<file path="src/design/pio_pkg.sv">
package pio_pkg;

   // ==========================================================
   // register map (byte addresses)
   localparam logic [7:0] ADDR_CTRL = 8'h00;
   localparam logic [7:0] ADDR_IN_CFG = 8'h04;
   localparam logic [7:0] ADDR_OUT_CFG = 8'h08;
   localparam logic [7:0] ADDR_DOUT = 8'h0c;
   localparam logic [7:0] ADDR_DIN = 8'h10;
   localparam logic [7:0] ADDR_STATUS = 8'h14;
   localparam logic [7:0] ADDR_MASK = 8'h18;
   localparam logic [7:0] ADDR_PACE_DIV = 8'h1c;

   // ==========================================================
   // field positions
   localparam int CTRL_DIR_LSB = 0;
   localparam int CTRL_BM_BIT = 2;
   localparam int CFG_SRC_LSB = 0;
   localparam int CFG_START_EN = 2;
   localparam int CFG_START_RISE = 3;
   localparam int CFG_STOP_EN = 4;
   localparam int CFG_STOP_RISE = 5;
   localparam int CFG_SW_START = 6;
   localparam int CFG_SW_STOP = 7;
   localparam int CFG_RUN_BIT = 8;
   localparam int ST_LINE_LSB = 0;
   localparam int ST_IN_STOP = 4;
   localparam int ST_OUT_STOP = 5;
   localparam int ST_W = 6;

   // ==========================================================
   // encodings
   typedef logic [1:0] pio_dir_t;
   localparam pio_dir_t ALL_INPUT_SETTING = 2'h0;
   localparam pio_dir_t SPLIT_DIRECTION_SETTING = 2'h1;
   localparam pio_dir_t ALL_OUTPUT_SETTING = 2'h2;
   typedef logic [1:0] pio_src_t;
   localparam pio_src_t SRC_INTERNAL = 2'h0;
   localparam pio_src_t SRC_EXTERNAL = 2'h1;
   localparam pio_src_t SRC_HANDSHAKE = 2'h2;
   localparam logic [1:0] RESP_OKAY = 2'h0;
   localparam logic [1:0] RESP_SLVERR = 2'h2;

   // ==========================================================
   // reset values
   localparam logic [2:0] CTRL_RST = 3'h0;
   localparam logic [5:0] CFG_RST = 6'h00;
   localparam logic [15:0] PACE_DIV_RST = 16'h0063;

   // ==========================================================
   // timing
   localparam int CLK_PERIOD_NS = 10;
   localparam int IN_REQ_MIN_NS = 50;
   localparam int IN_ACK_NS = 100;
   localparam int OUT_REQ_NS = 100;
   localparam int OUT_ACK_MIN_NS = 25;
   // low widths in clock cycles: thresholds for request and ack inputs, pulse lengths for ack and request outputs
   localparam int IN_REQ_CYC = (IN_REQ_MIN_NS + CLK_PERIOD_NS - 1) / CLK_PERIOD_NS;
   localparam int IN_ACK_CYC = IN_ACK_NS / CLK_PERIOD_NS;
   localparam int OUT_REQ_CYC = OUT_REQ_NS / CLK_PERIOD_NS;
   localparam int OUT_ACK_CYC = (OUT_ACK_MIN_NS + CLK_PERIOD_NS - 1) / CLK_PERIOD_NS;

endpackage : pio_pkg

</file>
<file path="src/design/pio_sync.sv">
// two-flop synchroniser with edge detect
module pio_sync #(
   parameter int W = 1
) (
   // clock and reset
   input wire logic clk_sys,
   input wire logic arst_n,
   // asynchronous inputs
   input wire logic [W-1:0] async_i,
   // synchronised level and edges
   output logic [W-1:0] level_o,
   output logic [W-1:0] rise_o,
   output logic [W-1:0] fall_o
);
   logic [W-1:0] meta_q;
   logic [W-1:0] sync_q;
   logic [W-1:0] prev_q;

   initial begin
      if (W < 1) $error("pio_sync W below 1");
   end

   always_ff @(posedge clk_sys or negedge arst_n) begin
      if (!arst_n) begin
         meta_q <= '0;
         sync_q <= '0;
         prev_q <= '0;
      end else begin
         meta_q <= async_i;
         sync_q <= meta_q;
         prev_q <= sync_q;
      end
   end

   assign level_o = sync_q;
   assign rise_o = sync_q & ~prev_q;
   assign fall_o = ~sync_q & prev_q;

endmodule : pio_sync

</file>
<file path="src/design/pio_ctrl.sv">
// What this block does
// - three direction settings for four groups
// - same directions for general I/O and transfer
// - rising-edge interrupts on group A lines 0-3, general I/O mode with group A input only
// - separate control sets for input and output
// - device drives input ack and output request
// - external clock steps on its falling edge
// - selectable start edge begins transfer
// - selectable stop edge ends transfer
// - request and acknowledge are active low
// - capture input after request low over 50 ns
// - acknowledge input word after host write completes
// - input acknowledge low for 100 ns
// - output request low pulse of 100 ns
// - output ack over 25 ns ends transfer
module pio_ctrl
   import pio_pkg::*;
#(
   parameter int AW = 8,
   parameter int DIV_W = 16
) (
   // clock and reset
   input wire logic clk_sys,
   input wire logic arst_n,
   // axi4-lite slave
   input wire logic [AW-1:0] s_axi_awaddr,
   input wire logic s_axi_awvalid,
   output logic s_axi_awready,
   input wire logic [31:0] s_axi_wdata,
   input wire logic [3:0] s_axi_wstrb,
   input wire logic s_axi_wvalid,
   output logic s_axi_wready,
   output logic [1:0] s_axi_bresp,
   output logic s_axi_bvalid,
   input wire logic s_axi_bready,
   input wire logic [AW-1:0] s_axi_araddr,
   input wire logic s_axi_arvalid,
   output logic s_axi_arready,
   output logic [31:0] s_axi_rdata,
   output logic [1:0] s_axi_rresp,
   output logic s_axi_rvalid,
   input wire logic s_axi_rready,
   // interrupt
   output logic irq,
   // pattern lines
   input wire logic [7:0] group_a_lines_i,
   output logic [7:0] group_a_lines_o,
   output logic group_a_lines_oe_n,
   input wire logic [7:0] group_b_lines_i,
   output logic [7:0] group_b_lines_o,
   output logic group_b_lines_oe_n,
   input wire logic [7:0] group_c_lines_i,
   output logic [7:0] group_c_lines_o,
   output logic group_c_lines_oe_n,
   input wire logic [7:0] group_d_lines_i,
   output logic [7:0] group_d_lines_o,
   output logic group_d_lines_oe_n,
   // control pins
   input wire logic in_pacer_clock,
   input wire logic out_pacer_clock,
   input wire logic in_start_trigger,
   input wire logic out_start_trigger,
   input wire logic in_stop_trigger,
   input wire logic out_stop_trigger,
   input wire logic in_request_n,
   output logic in_acknowledge_n,
   output logic out_request_n,
   input wire logic out_acknowledge_n,
   // bus-master engine, input words to host memory
   output logic in_word_valid,
   output logic [31:0] in_word_data,
   input wire logic in_word_done,
   // bus-master engine, output words from host memory
   output logic out_word_req,
   input wire logic out_word_valid,
   input wire logic [31:0] out_word_data
);
   initial begin
      if (AW < 8 || AW > 32) $error("pio_ctrl bad AW");
      if (DIV_W < 1 || DIV_W > 16) $error("pio_ctrl bad DIV_W");
   end

   // ==========================================================
   // synchronisers
   logic [7:0] ctl_lvl;
   logic [7:0] ctl_rise;
   logic [7:0] ctl_fall;
   logic [31:0] pins_lvl;
   logic [31:0] pins_rise;

   pio_sync #(.W(8)) u_ctl_sync (
      .clk_sys(clk_sys),
      .arst_n(arst_n),
      .async_i({out_acknowledge_n, in_request_n, out_stop_trigger, in_stop_trigger,
                out_start_trigger, in_start_trigger, out_pacer_clock, in_pacer_clock}),
      .level_o(ctl_lvl),
      .rise_o(ctl_rise),
      .fall_o(ctl_fall)
   );

   pio_sync #(.W(32)) u_pin_sync (
      .clk_sys(clk_sys),
      .arst_n(arst_n),
      .async_i({group_d_lines_i, group_c_lines_i, group_b_lines_i, group_a_lines_i}),
      .level_o(pins_lvl),
      .rise_o(pins_rise),
      .fall_o()
   );

   // ==========================================================
   // registers
   logic [2:0] ctrl_q;
   logic [5:0] in_cfg_q;
   logic [5:0] out_cfg_q;
   logic [31:0] dout_q;
   logic [ST_W-1:0] status_q;
   logic [ST_W-1:0] mask_q;
   logic [15:0] pace_div_q;
   logic in_run_q;
   logic out_run_q;
   logic aw_have_q;
   logic w_have_q;
   logic [AW-1:0] aw_addr_q;
   logic [31:0] w_data_q;
   logic [3:0] w_strb_q;
   logic wr_en;
   logic [31:0] wr_val;
   logic [31:0] rd_val;
   logic rd_hit;
   logic wr_hit;
   logic in_sw_start;
   logic in_sw_stop;
   logic out_sw_start;
   logic out_sw_stop;
   logic [ST_W-1:0] st_set;
   logic [ST_W-1:0] st_clr;
   pio_dir_t dir;
   logic bm_mode;

   assign dir = ctrl_q[CTRL_DIR_LSB +: 2];
   assign bm_mode = ctrl_q[CTRL_BM_BIT];
   assign wr_en = aw_have_q && w_have_q && !s_axi_bvalid;

   always_comb begin
      wr_val = '0;
      for (int i = 0; i < 4; i++) begin
         wr_val[8*i +: 8] = w_strb_q[i] ? w_data_q[8*i +: 8] : 8'h00;
      end
   end

   always_comb begin
      unique case (aw_addr_q[7:0] & 8'hfc)
         ADDR_CTRL, ADDR_IN_CFG, ADDR_OUT_CFG, ADDR_DOUT, ADDR_DIN,
         ADDR_STATUS, ADDR_MASK, ADDR_PACE_DIV: wr_hit = (aw_addr_q[AW-1:2] >> 6) == '0;
         default: wr_hit = 1'b0;
      endcase
   end

   always_comb begin
      rd_hit = (s_axi_araddr[AW-1:2] >> 6) == '0;
      unique case (s_axi_araddr[7:0] & 8'hfc)
         ADDR_CTRL: rd_val = {29'h0, ctrl_q};
         ADDR_IN_CFG: rd_val = {23'h0, in_run_q, 2'h0, in_cfg_q};
         ADDR_OUT_CFG: rd_val = {23'h0, out_run_q, 2'h0, out_cfg_q};
         ADDR_DOUT: rd_val = dout_q;
         ADDR_DIN: rd_val = pins_lvl;
         ADDR_STATUS: rd_val = {{(32-ST_W){1'b0}}, status_q};
         ADDR_MASK: rd_val = {{(32-ST_W){1'b0}}, mask_q};
         ADDR_PACE_DIV: rd_val = {16'h0, pace_div_q};
         default: begin
            rd_val = '0;
            rd_hit = 1'b0;
         end
      endcase
   end

   // write channel: address and data taken in either order
   always_ff @(posedge clk_sys or negedge arst_n) begin
      if (!arst_n) begin
         aw_have_q <= 1'b0;
         w_have_q <= 1'b0;
         aw_addr_q <= '0;
         w_data_q <= '0;
         w_strb_q <= '0;
         s_axi_awready <= 1'b0;
         s_axi_wready <= 1'b0;
         s_axi_bvalid <= 1'b0;
         s_axi_bresp <= RESP_OKAY;
      end else begin
         if (s_axi_awvalid && s_axi_awready) begin
            aw_have_q <= 1'b1;
            aw_addr_q <= s_axi_awaddr;
            s_axi_awready <= 1'b0;
         end else if (!aw_have_q && !s_axi_bvalid) begin
            s_axi_awready <= 1'b1;
         end
         if (s_axi_wvalid && s_axi_wready) begin
            w_have_q <= 1'b1;
            w_data_q <= s_axi_wdata;
            w_strb_q <= s_axi_wstrb;
            s_axi_wready <= 1'b0;
         end else if (!w_have_q && !s_axi_bvalid) begin
            s_axi_wready <= 1'b1;
         end
         if (wr_en) begin
            aw_have_q <= 1'b0;
            w_have_q <= 1'b0;
            s_axi_bvalid <= 1'b1;
            s_axi_bresp <= wr_hit ? RESP_OKAY : RESP_SLVERR;
         end else if (s_axi_bvalid && s_axi_bready) begin
            s_axi_bvalid <= 1'b0;
         end
      end
   end

   // read channel
   always_ff @(posedge clk_sys or negedge arst_n) begin
      if (!arst_n) begin
         s_axi_arready <= 1'b0;
         s_axi_rvalid <= 1'b0;
         s_axi_rdata <= '0;
         s_axi_rresp <= RESP_OKAY;
      end else begin
         if (s_axi_arvalid && s_axi_arready) begin
            s_axi_arready <= 1'b0;
            s_axi_rvalid <= 1'b1;
            s_axi_rdata <= rd_val;
            s_axi_rresp <= rd_hit ? RESP_OKAY : RESP_SLVERR;
         end else if (s_axi_rvalid && s_axi_rready) begin
            s_axi_rvalid <= 1'b0;
         end else if (!s_axi_rvalid) begin
            s_axi_arready <= 1'b1;
         end
      end
   end

   // software-written configuration
   always_ff @(posedge clk_sys or negedge arst_n) begin
      if (!arst_n) begin
         ctrl_q <= CTRL_RST;
         in_cfg_q <= CFG_RST;
         out_cfg_q <= CFG_RST;
         dout_q <= '0;
         mask_q <= '0;
         pace_div_q <= PACE_DIV_RST;
      end else if (wr_en) begin
         unique case (aw_addr_q[7:0] & 8'hfc)
            ADDR_CTRL: ctrl_q <= wr_val[2:0];
            ADDR_IN_CFG: in_cfg_q <= wr_val[5:0];
            ADDR_OUT_CFG: out_cfg_q <= wr_val[5:0];
            ADDR_DOUT: dout_q <= wr_val;
            ADDR_MASK: mask_q <= wr_val[ST_W-1:0];
            ADDR_PACE_DIV: pace_div_q <= wr_val[15:0];
            default: ;
         endcase
      end
   end

   assign in_sw_start = wr_en && (aw_addr_q[7:0] & 8'hfc) == ADDR_IN_CFG && wr_val[CFG_SW_START];
   assign in_sw_stop = wr_en && (aw_addr_q[7:0] & 8'hfc) == ADDR_IN_CFG && wr_val[CFG_SW_STOP];
   assign out_sw_start = wr_en && (aw_addr_q[7:0] & 8'hfc) == ADDR_OUT_CFG && wr_val[CFG_SW_START];
   assign out_sw_stop = wr_en && (aw_addr_q[7:0] & 8'hfc) == ADDR_OUT_CFG && wr_val[CFG_SW_STOP];
   assign st_clr = (wr_en && (aw_addr_q[7:0] & 8'hfc) == ADDR_STATUS) ? wr_val[ST_W-1:0] : '0;

   // ==========================================================
   // start / stop and pacing, one set per direction
   logic in_start_hit;
   logic in_stop_hit;
   logic out_start_hit;
   logic out_stop_hit;
   logic in_tick;
   logic out_tick;
   logic [DIV_W-1:0] in_div_q;
   logic [DIV_W-1:0] out_div_q;
   pio_src_t in_src;
   pio_src_t out_src;

   assign in_src = in_cfg_q[CFG_SRC_LSB +: 2];
   assign out_src = out_cfg_q[CFG_SRC_LSB +: 2];
   assign in_start_hit = in_cfg_q[CFG_START_EN] && (in_cfg_q[CFG_START_RISE] ? ctl_rise[2] : ctl_fall[2]);
   assign out_start_hit = out_cfg_q[CFG_START_EN] && (out_cfg_q[CFG_START_RISE] ? ctl_rise[3] : ctl_fall[3]);
   assign in_stop_hit = in_cfg_q[CFG_STOP_EN] && (in_cfg_q[CFG_STOP_RISE] ? ctl_rise[4] : ctl_fall[4]);
   assign out_stop_hit = out_cfg_q[CFG_STOP_EN] && (out_cfg_q[CFG_STOP_RISE] ? ctl_rise[5] : ctl_fall[5]);

   always_ff @(posedge clk_sys or negedge arst_n) begin
      if (!arst_n) begin
         in_run_q <= 1'b0;
         out_run_q <= 1'b0;
      end else begin
         if (!bm_mode || in_stop_hit || in_sw_stop) in_run_q <= 1'b0;
         else if (in_start_hit || in_sw_start) in_run_q <= 1'b1;
         if (!bm_mode || out_stop_hit || out_sw_stop) out_run_q <= 1'b0;
         else if (out_start_hit || out_sw_start) out_run_q <= 1'b1;
      end
   end

   // internal pacer: one tick every pace_div+1 cycles
   always_ff @(posedge clk_sys or negedge arst_n) begin
      if (!arst_n) begin
         in_div_q <= '0;
         out_div_q <= '0;
      end else begin
         in_div_q <= (!in_run_q || in_div_q == '0) ? pace_div_q[DIV_W-1:0] : in_div_q - 1'b1;
         out_div_q <= (!out_run_q || out_div_q == '0) ? pace_div_q[DIV_W-1:0] : out_div_q - 1'b1;
      end
   end

   assign in_tick = (in_src == SRC_EXTERNAL) ? ctl_fall[0] : (in_src == SRC_INTERNAL && in_div_q == '0);
   assign out_tick = (out_src == SRC_EXTERNAL) ? ctl_fall[1] : (out_src == SRC_INTERNAL && out_div_q == '0);

   // ==========================================================
   // pattern input
   typedef enum logic [3:0] {
      IH_ARM = 4'b0001,
      IH_COUNT = 4'b0010,
      IH_BUSY = 4'b0100,
      IH_ACK = 4'b1000
   } pio_ih_t;
   pio_ih_t ih_q;
   logic [3:0] ih_cnt_q;

   always_ff @(posedge clk_sys or negedge arst_n) begin
      if (!arst_n) begin
         ih_q <= IH_ARM;
         ih_cnt_q <= '0;
         in_word_valid <= 1'b0;
         in_word_data <= '0;
         in_acknowledge_n <= 1'b1;
      end else begin
         in_word_valid <= 1'b0;
         if (!in_run_q || in_src != SRC_HANDSHAKE) begin
            ih_q <= IH_ARM;
            ih_cnt_q <= '0;
            in_acknowledge_n <= 1'b1;
            if (in_run_q && in_tick) begin
               in_word_valid <= 1'b1;
               in_word_data <= pins_lvl;
            end
         end else begin
            unique case (ih_q)
               // wait for request released, so one long low is one word
               IH_ARM: begin
                  ih_cnt_q <= '0;
                  if (ctl_lvl[6]) ih_q <= IH_COUNT;
               end
               IH_COUNT: begin
                  if (ctl_lvl[6]) begin
                     ih_cnt_q <= '0;
                  end else if (ih_cnt_q == 4'(IN_REQ_CYC)) begin
                     in_word_valid <= 1'b1;
                     in_word_data <= pins_lvl;
                     ih_q <= IH_BUSY;
                  end else begin
                     ih_cnt_q <= ih_cnt_q + 4'h1;
                  end
               end
               IH_BUSY: begin
                  ih_cnt_q <= '0;
                  if (in_word_done) begin
                     in_acknowledge_n <= 1'b0;
                     ih_q <= IH_ACK;
                  end
               end
               IH_ACK: begin
                  if (ih_cnt_q == 4'(IN_ACK_CYC - 1)) begin
                     in_acknowledge_n <= 1'b1;
                     ih_q <= IH_ARM;
                  end else begin
                     ih_cnt_q <= ih_cnt_q + 4'h1;
                  end
               end
            endcase
         end
      end
   end

   // ==========================================================
   // pattern output
   typedef enum logic [2:0] {
      OH_IDLE = 3'b001,
      OH_REQ = 3'b010,
      OH_ACK = 3'b100
   } pio_oh_t;
   pio_oh_t oh_q;
   logic [3:0] oh_cnt_q;
   logic [31:0] out_word_q;
   logic [31:0] pend_q;
   logic pend_q_v;
   logic fetch_q;
   logic want_q;
   logic load_word;
   logic hs_out;

   assign hs_out = out_src == SRC_HANDSHAKE;
   assign load_word = out_run_q && pend_q_v && (hs_out ? (oh_q == OH_IDLE) : out_tick);

   // fetch words from host memory, one outstanding at a time
   always_ff @(posedge clk_sys or negedge arst_n) begin
      if (!arst_n) begin
         out_word_req <= 1'b0;
         fetch_q <= 1'b0;
         want_q <= 1'b0;
         pend_q <= '0;
         pend_q_v <= 1'b0;
         out_word_q <= '0;
      end else begin
         out_word_req <= 1'b0;
         if (!out_run_q) want_q <= 1'b1;
         else if (oh_q == OH_ACK && ctl_fall[7]) want_q <= 1'b1;
         else if (out_word_req) want_q <= 1'b0;
         if (out_run_q && !pend_q_v && !fetch_q && !out_word_req && (want_q || !hs_out)) begin
            out_word_req <= 1'b1;
            fetch_q <= 1'b1;
         end
         if (out_word_valid && fetch_q) begin
            fetch_q <= 1'b0;
            pend_q <= out_word_data;
            pend_q_v <= 1'b1;
         end else if (load_word || !out_run_q) begin
            pend_q_v <= 1'b0;
         end
         if (load_word) out_word_q <= pend_q;
      end
   end

   always_ff @(posedge clk_sys or negedge arst_n) begin
      if (!arst_n) begin
         oh_q <= OH_IDLE;
         oh_cnt_q <= '0;
         out_request_n <= 1'b1;
      end else if (!out_run_q || !hs_out) begin
         oh_q <= OH_IDLE;
         oh_cnt_q <= '0;
         out_request_n <= 1'b1;
      end else begin
         unique case (oh_q)
            OH_IDLE: begin
               oh_cnt_q <= '0;
               if (load_word) begin
                  out_request_n <= 1'b0;
                  oh_q <= OH_REQ;
               end
            end
            OH_REQ: begin
               if (oh_cnt_q == 4'(OUT_REQ_CYC - 1)) begin
                  out_request_n <= 1'b1;
                  oh_cnt_q <= '0;
                  oh_q <= OH_ACK;
               end else begin
                  oh_cnt_q <= oh_cnt_q + 4'h1;
               end
            end
            OH_ACK: begin
               if (ctl_lvl[7]) begin
                  oh_cnt_q <= '0;
               end else if (oh_cnt_q == 4'(OUT_ACK_CYC - 1)) begin
                  oh_q <= OH_IDLE;
               end else begin
                  oh_cnt_q <= oh_cnt_q + 4'h1;
               end
            end
         endcase
      end
   end

   // ==========================================================
   // pins, status and interrupt
   always_ff @(posedge clk_sys or negedge arst_n) begin
      if (!arst_n) begin
         {group_d_lines_o, group_c_lines_o, group_b_lines_o, group_a_lines_o} <= '0;
         group_a_lines_oe_n <= 1'b1;
         group_b_lines_oe_n <= 1'b1;
         group_c_lines_oe_n <= 1'b1;
         group_d_lines_oe_n <= 1'b1;
      end else begin
         {group_d_lines_o, group_c_lines_o, group_b_lines_o, group_a_lines_o} <= bm_mode ? out_word_q : dout_q;
         group_a_lines_oe_n <= dir != ALL_OUTPUT_SETTING;
         group_b_lines_oe_n <= dir != ALL_OUTPUT_SETTING;
         group_c_lines_oe_n <= dir != ALL_OUTPUT_SETTING && dir != SPLIT_DIRECTION_SETTING;
         group_d_lines_oe_n <= dir != ALL_OUTPUT_SETTING && dir != SPLIT_DIRECTION_SETTING;
      end
   end

   always_comb begin
      st_set = '0;
      if (!bm_mode && (dir == ALL_INPUT_SETTING || dir == SPLIT_DIRECTION_SETTING)) begin
         st_set[ST_LINE_LSB +: 4] = pins_rise[3:0];
      end
      st_set[ST_IN_STOP] = in_run_q && (in_stop_hit || in_sw_stop);
      st_set[ST_OUT_STOP] = out_run_q && (out_stop_hit || out_sw_stop);
   end

   // set wins over a simultaneous write-one clear
   always_ff @(posedge clk_sys or negedge arst_n) begin
      if (!arst_n) begin
         status_q <= '0;
         irq <= 1'b0;
      end else begin
         status_q <= (status_q & ~st_clr) | st_set;
         irq <= |(((status_q & ~st_clr) | st_set) & mask_q);
      end
   end

endmodule : pio_ctrl

</file>
<file path="config.mk">
export PLATFORM = sky130hd
export DESIGN_NAME = pio_ctrl
export DESIGN_NICKNAME = d
export VERILOG_FILES = /design/src/design/pio_pkg.sv /design/src/design/pio_sync.sv /design/src/design/pio_ctrl.sv
export SDC_FILE = /design/constraint.sdc
export NUM_CORES = 1
export LEC_CHECK = 0
export ABC_AREA = 1
export BUFFER_PORTS_ARGS = -buffer_cell sky130_fd_sc_hd__buf_2
export CAP_MARGIN = 20
export CORE_AREA = 2 2 188 227
export CTS_BUF_LIST = sky130_fd_sc_hd__clkbuf_16
export DETAILED_ROUTE_END_ITERATION = 6
export DIE_AREA = 0 0 190 229
export PLACE_DENSITY = 0.61
export SLEW_MARGIN = 25
export SYNTH_ARGS = -nofsm -noshare
export SYNTH_HDL_FRONTEND = slang
export SYNTH_SLANG_ARGS = --single-unit
</file>
<file path="constraint.sdc">
create_clock -name clk_sys -period 2.4 [get_ports clk_sys]
set_clock_uncertainty 0.1 [all_clocks]
set_input_delay 0.24 -clock clk_sys [delete_from_list [all_inputs] [get_ports clk_sys]]
set_output_delay 0.24 -clock clk_sys [all_outputs]
set_load 0.05 [all_outputs]
</file>
# Yosys cells after proc, flatten, opt, wreduce, memory -nomap -nowiden
# Cells that the tools add are included.
# classes
reduce_logical	98
n_addsub	4
muxes	89
eq_ne	49
bitwise	10
# op_table
op	count
$pmux 32 s8	1
$mux 32	6
$mux 4	15
$eq 6x3->1 const B	8
$mux 1	47
$logic_and 1x1->1	35
$logic_not 16->1	2
$mux 16	2
$mux 8	4
$sub 16x1->16 const B	2
$eq 6x2->1 const B	4
$pmux 4 s3	2
$reduce_bool 2->1	12
$ne 3x3->1 const B	7
$and 6x6->6	3
$logic_not 8->1	2
$pmux 4 s4	1
$reduce_and 2->1	8
$reduce_or 8->1	2
$logic_or 1x1->1	15
$mux 3	5
$eq 4x4->1 const B	3
$eq 6x1->1 const B	2
$not 6->6	2
other kinds (31)	60
# totals
in_bits	133
elab_cells	301
output_inout_bits	114
register_bits	441

# Depth between registers and ports, before layout
# Gate-level depths: netlist of the first run.
# logic_depth
word_depth	9
depth_mapped	14
depth_no_buf	14

# Hierarchy
# A second synthesis of the first run with hierarchy kept.
# hier_totals
hier_cells	1985
hier_area_um2	18527.8
# by_module_without_submodules
module	seq_area_each_um2	area_per_inst_um2	cells_per_inst	instances
pio_ctrl	8645.8	14924.3	1705	1
pio_sync (u_pin_sync)	2402.3	2882.8	224	1
pio_sync (u_ctl_sync)	600.6	720.7	56	1

# Worst setup path before layout of the first run
# No wires, ideal clock.
# synth_timing
path_kind	register -> register
startpoint	reg s_axi_bvalid
endpoint	reg dout_q[10]
t_arrival_ns	1.585
required_time_ns	2.170
synth_period_minus_slack_ns	1.815
n_path_buf	1
path_slack_ns	0.585
path_stages_with_launch	7
setup_time_ns	0.130
cell_sequence	dfrtp_1 -> inv_1 -> nand3_1 -> clkinv_1 -> nand4_2 -> clkbuf_1 -> o21ai_0
# synth_via
elab_chain_len	3
# synth_lines
item	line	source
start, declared	pio_ctrl.sv:34	output logic s_axi_bvalid,
start signal, assigned	pio_ctrl.sv:187	s_axi_bvalid <= 1'b0;
start signal, assigned	pio_ctrl.sv:208	s_axi_bvalid <= 1'b1;
start signal, assigned	pio_ctrl.sv:211	s_axi_bvalid <= 1'b0;
$logic_not 1->1	pio_ctrl.sv:142	assign wr_en = aw_have_q && w_have_q && !s_axi_bvalid;
$logic_and 1x1->1	pio_ctrl.sv:142	
$reduce_and 2->1 (no line)	--	
end signal, assigned	pio_ctrl.sv:251	ADDR_DOUT: dout_q <= wr_val;
end, declared	pio_ctrl.sv:115	logic [31:0] dout_q;
# Every way passes these cells.
# A chain may end at the register's enable or synchronous reset.

# Worst setup path after layout of the first run
# layout_timing
startpoint	reg out_div_q[0]
endpoint	reg out_word_q[26]
# layout_via
elab_chain_len	5
# layout_lines
item	line	source
start, declared	pio_ctrl.sv:274	logic [DIV_W-1:0] out_div_q;
start signal, assigned	pio_ctrl.sv:304	out_div_q <= (!out_run_q || out_div_q == '0) ? pace_div_q[DIV_W-1:0] : out_div_q - 1'b1;
$logic_not 16->1	pio_ctrl.sv:309	assign out_tick = (out_src == SRC_EXTERNAL) ? ctl_fall[1] : (out_src == SRC_INTERNAL && out_div_q == '0);
$logic_and 1x1->1	pio_ctrl.sv:309	
$mux 1	pio_ctrl.sv:309	
$mux 1	pio_ctrl.sv:395	assign load_word = out_run_q && pend_q_v && (hs_out ? (oh_q == OH_IDLE) : out_tick);
$logic_and 1x1->1	pio_ctrl.sv:395	
end signal, assigned	pio_ctrl.sv:422	if (load_word) out_word_q <= pend_q;
end, declared	pio_ctrl.sv:386	logic [31:0] out_word_q;
# Every way passes these cells.

==> results by group, run 1 <==
Global route
  – Initial antenna violation count: 0
  – GR Util All Layers: 0.2119
  – First-pass GRT wire length: 72030 microns
  – Vias in the first global route: 13280
  – GRT overflow: 0
  – Largest net degree at the start of global routing: 83

Synth
  – Xor-xnor portion of the synthesized cell area: 0.01125
  – Sequential element share of the synthesized area: 0.6375
  – FFs w/ async S/R, synth: 1.000
  – Post-synthesis cell type with the largest combined area: dfrtp_1
  – Syn. warnings: 0
  – Post-Syn Area: 17130 sq um
  – FF+latch count, synth: 436
  – Cell count after synthesis: 1783
  – Post-Synth Adder-Cell Area: 0.007302
  – Mux contribution to synthesized area: 0.02169
  – Yosys top cell area share: 0.6222
  – Largest family of logic cells by synthesized area: simple AND/OR/NAND/NOR gates
  – Avg Cell Area, Syn: 9.610 sq um
  – Post-synthesis simple-gate area fraction: 0.2013
  – Unique cell type count in the Yosys netlist: 48
  – Area contributors post-synth: dfrtp_1 (62%), nand2_1 (15%), o21ai_0 (4.6%), inv_1 (2.3%), mux2_2 (2.2%)
  – Synth Area in Compound Gates: 0.07529
  – Number of synthesized flops with an enable pin: 0
  – Main synth FF type: dfrtp_1

Final layout
  – Post-Layout Cell Count: 2742
  – Fin nets: 2302
  – Antenna Cells: 0
  – Commonest non-fill, non-tap cells in the layout: nand2_1 (666), dfrtp_1 (426), buf_2 (239), o21ai_0 (156), dlygate4sd3_1 (124)
  – Commonest non-fill, non-tap cell in the layout: nand2_1
  – Area grow syn2layout: 27.03%
  – Share of layout cells above drive strength 1: 0.1817

Clocking
  – Clock slew at reported path FFs: 0.06 ns
  – Post-CTS Setup Bufs: 0
  – CTS Buf Count: 46
  – CTS tree: done
  – Clk_lat worst skew: 0.56 ns
  – Clock net sink count: 436
  – CTS max path bufs: 3
  – PostCTS Resize Cnt: 0
  – Clk root buf: clkbuf_16
  – CTS H-tree depth: 2

Worst setup path
  – CP max FO: 32
  – Max stage delay on crit path: 0.38 ns
  – CP Class: flop to flop
  – Number of cells on the worst reg-to-reg path: 12
  – Critical Path RT: 2.75 ns
  – Most common cell on crit path: nand2_1
  – Slowest cell on crit path: dfrtp_1
  – Cells along the critical path: inv_1, ha_1, inv_1, nor2_1, nand2_1, nor2_1, nand2_1, nand2_1, nand3_2, buf_4, nand2_1, nand2_1
  – CP Capture Type: flop
  – Critical R2R Capture: out_word_q[26]$_DFFE_PN0P_
  – Reg2Reg Launch Point: out_div_q[0]$_DFF_PN0_
  – Critical Path Start Type: flop
  – Worst EP arrival: 2.39 ns
  – Crit path from: out_div_q[0]$_DFF_PN0_
  – Reg2Reg Setup Slack: 0.35 ns
  – Crit path to: out_word_q[26]$_DFFE_PN0P_

STA
  – Slew HR: 0.5587
  – Final Cycle Share: 0.8526
  – Final setup violation count: 0
  – Setup TNS: 0 ns
  – Tmin final: 2.046 ns
  – Tightest Pin Transition: 0.6619 ns
  – Hold_ws: 0.04492 ns
  – Max-slew violation count: 0
  – Achievable Freq: 488.7 MHz
  – RSZ-0062 raised after global routing: no
  – Hold violation count in the final report: 0

Place
  – Routability cong.: 0.8560
  – Hpwl dp: 31480 microns
  – PortBufs: 240
  – Placed Instances: 2533

Floorplanning
  – Die width: 190 microns
  – Area of the die: 43510 sq um
  – Initial Util: 0.4144
  – # rows: 82
  – I/O pin cnt: 247
  – Die Ht: 229 microns
  – Core box area: 41350 sq um

Pwr
  – Power Density: 957.3 nW/um^2
  – Sw Pwr: 6915 uW
  – Clk network pwr share: 0.330
  – Sw Share: 0.3319
  – P_leak: 0.01113 uW
  – Combinational share of power: 0.223
  – Max IR drop VDD: 0.6499 mV
  – Pint: 13920 uW
  – Seq pwr share: 0.447

Route
  – Routed wire per std cell: 16.68 microns
  – Drt total wl: 45730 microns
  – Total number of vias: 13330
  – 1st-iter DRT viols: 790
  – # DRC: 0
  – Vias per inst: 4.863
  – First drt pass iteration count: 5
  – Final ANT Viol Nets: 0

Flow run
  – Max Cap Viol: 0

Min path
  – Hold crit path type: input port to asynchronous set/reset pin

Run status
  – Status: finished, final reports clean
-- cells in the mapped netlist (5+ instances only) --
cell and instances:
a21oi_1 23, a22oi_1 12, a31oi_1 6, buf_1 8, buf_2 20, buf_4 8
clkbuf_1 33, dfrtp_1 426, dfstp_2 10, ha_1 10, inv_1 107, inv_2 5
mux2_2 33, nand2_1 666, nand3_1 69, nand4_1 15, nor2_1 80, nor3_1 8
o21ai_0 156, o21ai_1 11, o22ai_1 13, xnor2_1 11, xor2_1 11
-- kinds of logic after synthesis --
| group | Yosys count |
|---|---|
| and+or+nand+nor | 857 |
| DFF | 436 |
| AOI/OAI and AO/OA | 237 |
| buffers and inverters | 187 |
| muxes | 33 |
| xor gates and xnor gates | 22 |
| adders and majority gates | 10 |
| other | 1 |
-- worst min path at each step --
stage | start | endpoint | cells past startpoint
after floorplan | arst_n | aw_addr_q[2]$_DFFE_PN0P_ | 0
after global placement | arst_n | s_axi_wready$_DFFE_PN0P_ | 1
after detailed placement | arst_n | s_axi_wready$_DFFE_PN0P_ | 1
after CTS | arst_n | s_axi_wready$_DFFE_PN0P_ | 2
after global routing | arst_n | s_axi_wready$_DFFE_PN0P_ | 2
final | arst_n | s_axi_wready$_DFFE_PN0P_ | 2
-- worst max-delay path, delay by kind of cell (launching register included) --
kind / cells / cell delay, ns
flops: 1 / 0.38
simple gates: 8 / 0.85
fa+ha+maj: 1 / 0.16
buf+inv: 3 / 0.43
-- area by class of cell --
type,count,area (sq um)
fill,3709,19580
sequential,436,10920
multi-input combinational,1161,5435
timing repair buffer,399,2840
clock buffer,47,1176
tap,546,683.2
inverter,115,431.7
clock inverter,38,275.3
-- per-stage QoR --
step	instance area, sq um	total power (uW)	util	worst slack (ns)
after global routing	21760	21980	0.5264	0.1374
after floorplan	17140	12340	-	0.5854
after global placement	19070	13790	0.4613	0.4077
final	21760	20840	0.5264	0.3536
after detailed placement	19070	13870	0.4613	0.3643
after CTS	21760	21020	0.5264	0.3601
-- routing by layer --
layer	routed length (microns)	up-vias	GRT usage
met1	21060	6410	0.3034
met2	20850	380	0.3309
met3	2305	90	0.02942
met4	1507	0	0.07607
li1	-	6454	-
met5	0	-	0
-- flip-flops by register name, summed over array words and instances, names as in the netlist, 16 cells and up --
register	flops
in_word_data	32
u_pin_sync.meta_q	32
dout_q	32
pend_q	32
u_pin_sync.level_o	32
out_word_q	32
out_div_q	16
pace_div_q	16
in_div_q	16
w_data_q	32
s_axi_rdata	32
-- power groups by stage --
stage	Clock, uW	Sequential, uW	Combinational [uW]
after floorplan	0	9880	2470
after global placement	0	9400	4390
after detailed placement	0	9410	4470
after CTS	7040	9300	4680
after global routing	7360	9440	5180
final	6880	9310	4650
-- what timing repair did --
action / in CTS / in global routing
endpoints found under the hold margin: 457 / 0
hold buffers: 124 / 0
setup endpoints to repair: 0 / 0
(Power assumes the default switching activity.)
==> inputs of run 2 (changes only) <==
--- a/config.mk
+++ b/config.mk
@@ -13,6 +13,7 @@
 export DETAILED_ROUTE_END_ITERATION = 6
 export DIE_AREA = 0 0 190 229
 export PLACE_DENSITY = 0.61
+export SETUP_SLACK_MARGIN = 0.4
 export SLEW_MARGIN = 25
 export SYNTH_ARGS = -nofsm -noshare
 export SYNTH_HDL_FRONTEND = slang
==> run 2 against run 1 <==
Sequential share of layout area down 0.12 points. Via count rose by 0.17%. Non-clock buffer count grew 1. Routed wire length rose by 0.15%. Fmax rose by 11%. Cell count is essentially flat. Count of clock-buffer cells in the layout unchanged. Worst hold slack improved by 0.00091 ns. Setup slack improved by 0.20 ns. Total power grew 0.48%. Flip-flop and latch count unchanged. Register-to-register slack improved by 0.20 ns. Highest routed layer unchanged.
==> results by group, run 2 (synthesis gave the netlist of run 1 again) <==
Worst setup path
  – Max stage delay on crit path: 0.40 ns
  – Reg2Reg Launch Point: in_div_q[10]$_DFF_PN0_
  – Worst EP arrival: 2.21 ns
  – Reg2Reg Setup Slack: 0.55 ns
  – Critical R2R Capture: in_word_data[22]$_DFFE_PN0P_
  – CP Capture Type: flop
  – Buf/Inv on CP: 1
  – Critical Path RT: 2.76 ns
  – CP Class: flop to flop
  – CP max FO: 32
  – Cell family with most CP delay: simple AND/OR/NAND/NOR gates
  – Number of cells on the worst reg-to-reg path: 9
  – Cells along the critical path: nor2_2, nand2_1, nor3_4, nand2_2, nand2_2, nand4_4, buf_6, nand3_1, nand2_1
  – Slowest cell on crit path: dfrtp_1
  – Critical Path Start Type: flop

Clocking
  – CTS Buf Count: 46
  – CTS H-tree depth: 2
  – Clk root buf: clkbuf_16
  – Clock slew at reported path FFs: 0.06 ns
  – Clock net sink count: 436
  – Clk_lat worst skew: 0.57 ns
  – CTS tree: done
  – CTS max path bufs: 3

Route
  – # DRC: 0
  – Vias per inst: 4.869
  – First drt pass iteration count: 5
  – 1st-iter DRT viols: 737
  – Drt total wl: 45800 microns
  – Total number of vias: 13360
  – Routed wire per std cell: 16.70 microns
  – Final ANT Viol Nets: 0

Min path
  – Hold crit path type: input port to asynchronous set/reset pin

Global route
  – GR Util All Layers: 0.2119
  – Initial antenna violation count: 0
  – Largest net degree at the start of global routing: 83
  – GRT overflow: 0
  – First-pass GRT wire length: 72030 microns
  – Vias in the first global route: 13280

Floorplanning
  – # rows: 82
  – I/O pin cnt: 247
  – Area of the die: 43510 sq um
  – Die Ht: 229 microns
  – Initial Util: 0.4144
  – Core box area: 41350 sq um
  – Die width: 190 microns

STA
  – Tmin final: 1.849 ns
  – Setup TNS: 0 ns
  – Hold violation count in the final report: 0
  – Setup ws final: 0.5512 ns
  – Final setup violation count: 0
  – Slew HR: 0.5486
  – RSZ-0062 raised after global routing: no
  – Achievable Freq: 540.9 MHz
  – Tightest Pin Transition: 0.6771 ns
  – Max-slew violation count: 0
  – Final Cycle Share: 0.7703

Place
  – Setup WS pre-CTS: 0.3643 ns
  – Hpwl dp: 31480 microns
  – Area after DPL: 19070 sq um
  – PortBufs: 240
  – Routability cong.: 0.8560
  – Placed Instances: 2533

Final layout
  – Area grow syn2layout: 27.33%
  – Fin nets: 2303
  – Design Area, Final: 21820 sq um
  – Commonest non-fill, non-tap cells in the layout: nand2_1 (664), dfrtp_1 (426), buf_2 (239), o21ai_0 (156), dlygate4sd3_1 (124)
  – Antenna Cells: 0
  – Commonest non-fill, non-tap cell in the layout: nand2_1
  – Share of layout cells above drive strength 1: 0.1853
  – Post-Layout Cell Count: 2743

Pwr
  – Design Power: 20940 uW
  – Power Density: 959.7 nW/um^2
  – P_leak: 0.01114 uW
  – Max IR drop VDD: 0.6500 mV

Run status
  – Status: finished, final reports clean

Flow run
  – Max Cap Viol: 0
==> run 2: cell types whose count changed in the layout (fill, tap and decap cells not counted), moves of 2 or more <==
| cell | before | now |
|---|---|---|
| nor2_2 | 4 | 6 |
| nand2_2 | 4 | 6 |
| nor2_1 | 80 | 78 |
| buf_6 | 0 | 2 |
| nand2_1 | 666 | 664 |
| nand3_1 | 69 | 67 |
==> run 2: power by group <==
group	total [uW]	internal, uW	switching [uW]
logic	4750	1550	3200
clock network	6880	3980	2900
registers	9310	8440	867
==> run 2: cell type report <==
class,count,area (sq um)
Clock buffer,47,1176
Clock inverter,38,275.3
Fill cell,3702,19530
Inverter,115,431.7
Multi-Input combinational cell,1161,5472
Sequential cell,436,10920
Tap cell,546,683.2
Timing Repair Buffer,400,2855
==> run 2: metrics by stage <==
stage	hold slack [ns]	util
2_1_floorplan	-0.1556	-
3_3_place_gp	0.05666	0.4613
3_5_place_dp	0.05444	0.4613
4_1_cts	0.03901	0.5264
5_1_grt	0.05803	0.5276
6_report	0.04583	0.5276
==> run 2: timing repair <==
item	4_1_cts	5_1_grt
endpoints found under the hold margin	457	0
setup endpoints to repair	32	46
pin swaps	0	0
gates resized for setup	1	10
setup buffers	0	1
hold buffers	124	0
==> run 2: worst max path at each step <==
stage                                         from                      endpoint  slack, ns  depth (start not counted)
after floorplan           s_axi_bvalid$_DFFE_PN0P_        dout_q[10]$_DFFE_PN0P_       0.59                          6
after global placement      out_div_q[0]$_DFF_PN0_    out_word_q[26]$_DFFE_PN0P_       0.41                         12
after detailed placement    out_div_q[0]$_DFF_PN0_    out_word_q[26]$_DFFE_PN0P_       0.36                         12
after CTS                   out_div_q[0]$_DFF_PN0_    out_word_q[26]$_DFFE_PN0P_       0.43                         12
after global routing         in_div_q[2]$_DFF_PN0_         in_div_q[9]$_DFF_PN0_       0.40                          7
final                       in_div_q[10]$_DFF_PN0_  in_word_data[22]$_DFFE_PN0P_       0.55                          9
==> run 2: routing by layer <==
metal	track usage	wire [microns]	vias to the layer above
li1	-	-	6456
met1	0.3034	20900	6399
met2	0.3309	20920	411
met3	0.02942	2458	91
met4	0.07607	1521	0
met5	0	0	-
==> run 2: worst reg2reg max path: stages (launching register included) <==
cell and delay [ns]:
dfrtp_1 0.40, nor2_2 0.14, nand2_1 0.11, nor3_4 0.23, nand2_2 0.13, nand2_2 0.10, nand4_4 0.13, buf_6 0.23
nand3_1 0.12, nand2_1 0.06
==> inputs of run 3 (changes only) <==
--- a/config.mk
+++ b/config.mk
@@ -5,7 +5,7 @@
 export SDC_FILE = /design/constraint.sdc
 export NUM_CORES = 1
 export LEC_CHECK = 0
-export ABC_AREA = 1
+export ABC_AREA = 0
 export BUFFER_PORTS_ARGS = -buffer_cell sky130_fd_sc_hd__buf_2
 export CAP_MARGIN = 20
 export CORE_AREA = 2 2 188 227
==> constraint.sdc (replaced) <==
create_clock -name clk_sys -period 1.8 [get_ports clk_sys]
set_clock_uncertainty 0.1 [all_clocks]
set_input_delay 0.18 -clock clk_sys [delete_from_list [all_inputs] [get_ports clk_sys]]
set_output_delay 0.18 -clock clk_sys [all_outputs]
set_load 0.05 [all_outputs]
==> run 3 against run 2 <==
Critical path type unchanged. Via count increased by 0.73%. Count of clock-buffer cells in the layout did not move. Clock power grew 43%. Sequential power increased by 36%. The run now ends with design-rule violations, negative setup slack left. Critical path depth is 3 lower. Global-route usage increased by 2.9 points. Largest cell class unchanged.
==> results by group, run 3 <==
Synth
  – Sequential element share of the synthesized area: 0.6386
  – Post-synthesis cell type with the largest combined area: dfrtp_1
  – Synth cell count leaders: dfrtp_1 (426), nand2_1 (201), o21ai_0 (147)
  – Area contributors post-synth: dfrtp_1 (62%), mux2_2 (9.5%), nand2_1 (4.4%), o21ai_0 (4.3%), mux2_4 (2.5%)
  – FFs w/ async S/R, synth: 1.000
  – Yosys top cell area share: 0.6232
  – Main synth FF type: dfrtp_1
  – FF+latch count, synth: 436
  – Syn. warnings: 0
  – Cell count after synthesis: 1353
  – Most frequent cell after synthesis: dfrtp_1
  – Unique cell type count in the Yosys netlist: 61
  – Post-Syn Area: 17110 sq um
  – Number of synthesized flops with an enable pin: 0
  – Avg Cell Area, Syn: 12.64 sq um

STA
  – Hold violation count in the final report: 0
  – Achievable Freq: 410.6 MHz
  – Hold_ws: 0.09244 ns
  – Tightest Pin Transition: 0.8958 ns
  – Final Cycle Share: 1.353
  – Setup ws final: -0.6353 ns
  – Final setup violation count: 176
  – RSZ-0062 raised after global routing: yes
  – Tmin final: 2.435 ns
  – Max-slew violation count: 0
  – Slew HR: 0.4008

Pwr
  – Max IR drop VDD: 0.9885 mV
  – Combinational share of power: 0.340
  – Sw Share: 0.3299
  – Seq pwr share: 0.372
  – Power Density: 1267 nW/um^2
  – P_leak: 0.01302 uW
  – Pint: 22900 uW
  – Clk network pwr share: 0.288
  – Sw Pwr: 11280 uW

Place
  – Hpwl dp: 32420 microns
  – Routability cong.: 0.8632
  – Placed Instances: 2233
  – PortBufs: 240
  – Setup WS pre-CTS: -0.6530 ns
  – Area after DPL: 20640 sq um

Worst setup path
  – Reg2Reg Setup Slack: -0.64 ns
  – Critical Path RT: 2.16 ns
  – CP Class: flop to flop
  – Number of cells on the worst reg-to-reg path: 6
  – Critical Path Start Type: flop
  – Critical R2R Capture: out_word_q[11]$_DFFE_PN0P_
  – Worst EP arrival: 2.80 ns
  – Max stage delay on crit path: 0.49 ns
  – CP Capture Type: flop
  – Cells along the critical path: or3_4, or4_4, o31a_1, nand2b_4, buf_12, mux2_4
  – Slowest cell on crit path: or4_4
  – CP max FO: 14
  – Reg2Reg Launch Point: out_div_q[12]$_DFF_PN0_

Route
  – Total number of vias: 13450
  – Vias per inst: 5.207
  – Final ANT Viol Nets: 0
  – Drt total wl: 54960 microns
  – First drt pass iteration count: 7
  – # DRC: 5
  – Routed wire per std cell: 21.27 microns
  – 1st-iter DRT viols: 892

Floorplanning
  – I/O pin cnt: 247
  – Initial Util: 0.4137
  – # rows: 82
  – Core box area: 41350 sq um
  – Area of the die: 43510 sq um
  – Die Ht: 229 microns
  – Die width: 190 microns

Min path
  – Hold Crit Endpoint: s_axi_rdata[2]$_DFFE_PN0P_
  – Hold_sp: s_axi_araddr[3]
  – Worst Hold Depth: 4
  – Hold crit path type: input port to flop

Final layout
  – Share of layout cells above drive strength 1: 0.5106
  – Commonest non-fill, non-tap cells in the layout: dfrtp_1 (414), buf_4 (202), buf_6 (143), buf_2 (127), dlygate4sd3_1 (124)
  – Fin nets: 2141
  – Area grow syn2layout: 57.76%
  – Commonest non-fill, non-tap cell in the layout: dfrtp_1
  – Design Area, Final: 26980 sq um
  – Post-Layout Cell Count: 2584

Global route
  – Vias in the first global route: 14060
  – Largest net degree at the start of global routing: 75
  – Gr busiest metal: met2
  – First-pass GRT wire length: 80350 microns
  – M1 GR Usage: 0.3019
  – GR Util All Layers: 0.2413
  – GRT overflow: 0
  – Initial antenna violation count: 4
  – Met2 Usage GRT: 0.4101
  – Met3 usage: 0.04781

Clocking
  – Clk root buf: clkbuf_16
  – Clk_lat worst skew: 0.59 ns
  – CTS tree: done
  – CTS Buf Count: 45
  – CTS max path bufs: 3
  – Clock net sink count: 436
  – Clock slew at reported path FFs: 0.06 ns
  – CTS H-tree depth: 2

Run status
  – Failing checks: design-rule violations, negative setup slack
  – Status: finished, violations left

Flow run
  – Max Cap Viol: 0
[run 3: kinds of logic (layout without fill, tap and decap cells)]
family | Yosys count | count (layout) | synth area share
xor+xnor | 28 | 28 | 0.01434
simple gates | 357 | 357 | 0.09999
other cells | 1 | 5 | 0.0002192
fa+ha+maj | 10 | 10 | 0.007315
mux | 184 | 184 | 0.1296
buf+inv | 88 | 769 | 0.02348
flops | 436 | 436 | 0.6386
compound gates | 249 | 249 | 0.08646
[run 3: worst max-delay path by stage]
| stage | from | to | slack [ns] | cells past startpoint |
|---|---|---|---|---|
| global placement | out_div_q[12]$_DFF_PN0_ | out_word_q[30]$_DFFE_PN0P_ | -0.61 | 6 |
| detailed placement | out_div_q[12]$_DFF_PN0_ | out_word_q[11]$_DFFE_PN0P_ | -0.65 | 6 |
| global route | out_div_q[12]$_DFF_PN0_ | out_word_q[11]$_DFFE_PN0P_ | -0.68 | 6 |
| CTS | out_div_q[12]$_DFF_PN0_ | out_word_q[11]$_DFFE_PN0P_ | -0.64 | 6 |
| finish | out_div_q[12]$_DFF_PN0_ | out_word_q[11]$_DFFE_PN0P_ | -0.64 | 6 |
| floorplan | out_div_q[12]$_DFF_PN0_ | out_word_q[10]$_DFFE_PN0P_ | -0.60 | 7 |
[run 3: power by group through the flow]
stage	Clock (uW)	Sequential (uW)	Combinational, uW
after detailed placement	0	12600	8830
after global placement	0	12600	8710
after floorplan	0	13300	4770
after CTS	10000	12600	10300
final	9860	12700	11600
after global routing	10400	12900	12400
[run 3: layout make-up]
cell class | instances | area (sq um)
Tap cell | 546 | 683.2
Timing Repair Buffer | 666 | 6495
Fill cell | 2912 | 14360
Inverter | 19 | 81.33
Multi-Input combinational cell | 830 | 7229
Sequential cell | 436 | 10940
Clock inverter | 37 | 374.1
Clock buffer | 47 | 1176
Antenna cell | 3 | 7.507
[run 3: timing repair]
item                                    in CTS  in global routing
gates cloned                                14                 10
pin swaps                                   33                 45
setup buffers                               66                 50
hold buffers                               124                  1
endpoints found under the setup margin     386                353
resized for setup                          330                246
hold endpoints to repair                   559                 16
[run 3: through the flow]
stage	setup TNS (ns)	total power (uW)	utilization
floorplan	-33.82	18050	-
global placement	-44.11	21320	0.4993
detailed placement	-45.83	21470	0.4993
CTS	-39.76	32860	0.6150
global route	-59.89	35680	0.6526
finish	-50.19	34180	0.6526
[run 3: worst max-delay path, delay by kind of cell, from the launching register on]
kind	cells	cell delay, ns
buf+inv	1	0.18
compound gates	1	0.27
mux	1	0.30
simple gates	3	1.08
flops	1	0.39
[run 3: routing by layer]
layer / share of wire / wire [microns] / vias up
met5: 0 / 0 / -
met4: 0.041 / 2241 / 0
met3: 0.055 / 3009 / 142
met2: 0.51 / 28020 / 440
met1: 0.39 / 21690 / 6829
li1: - / - / 6043
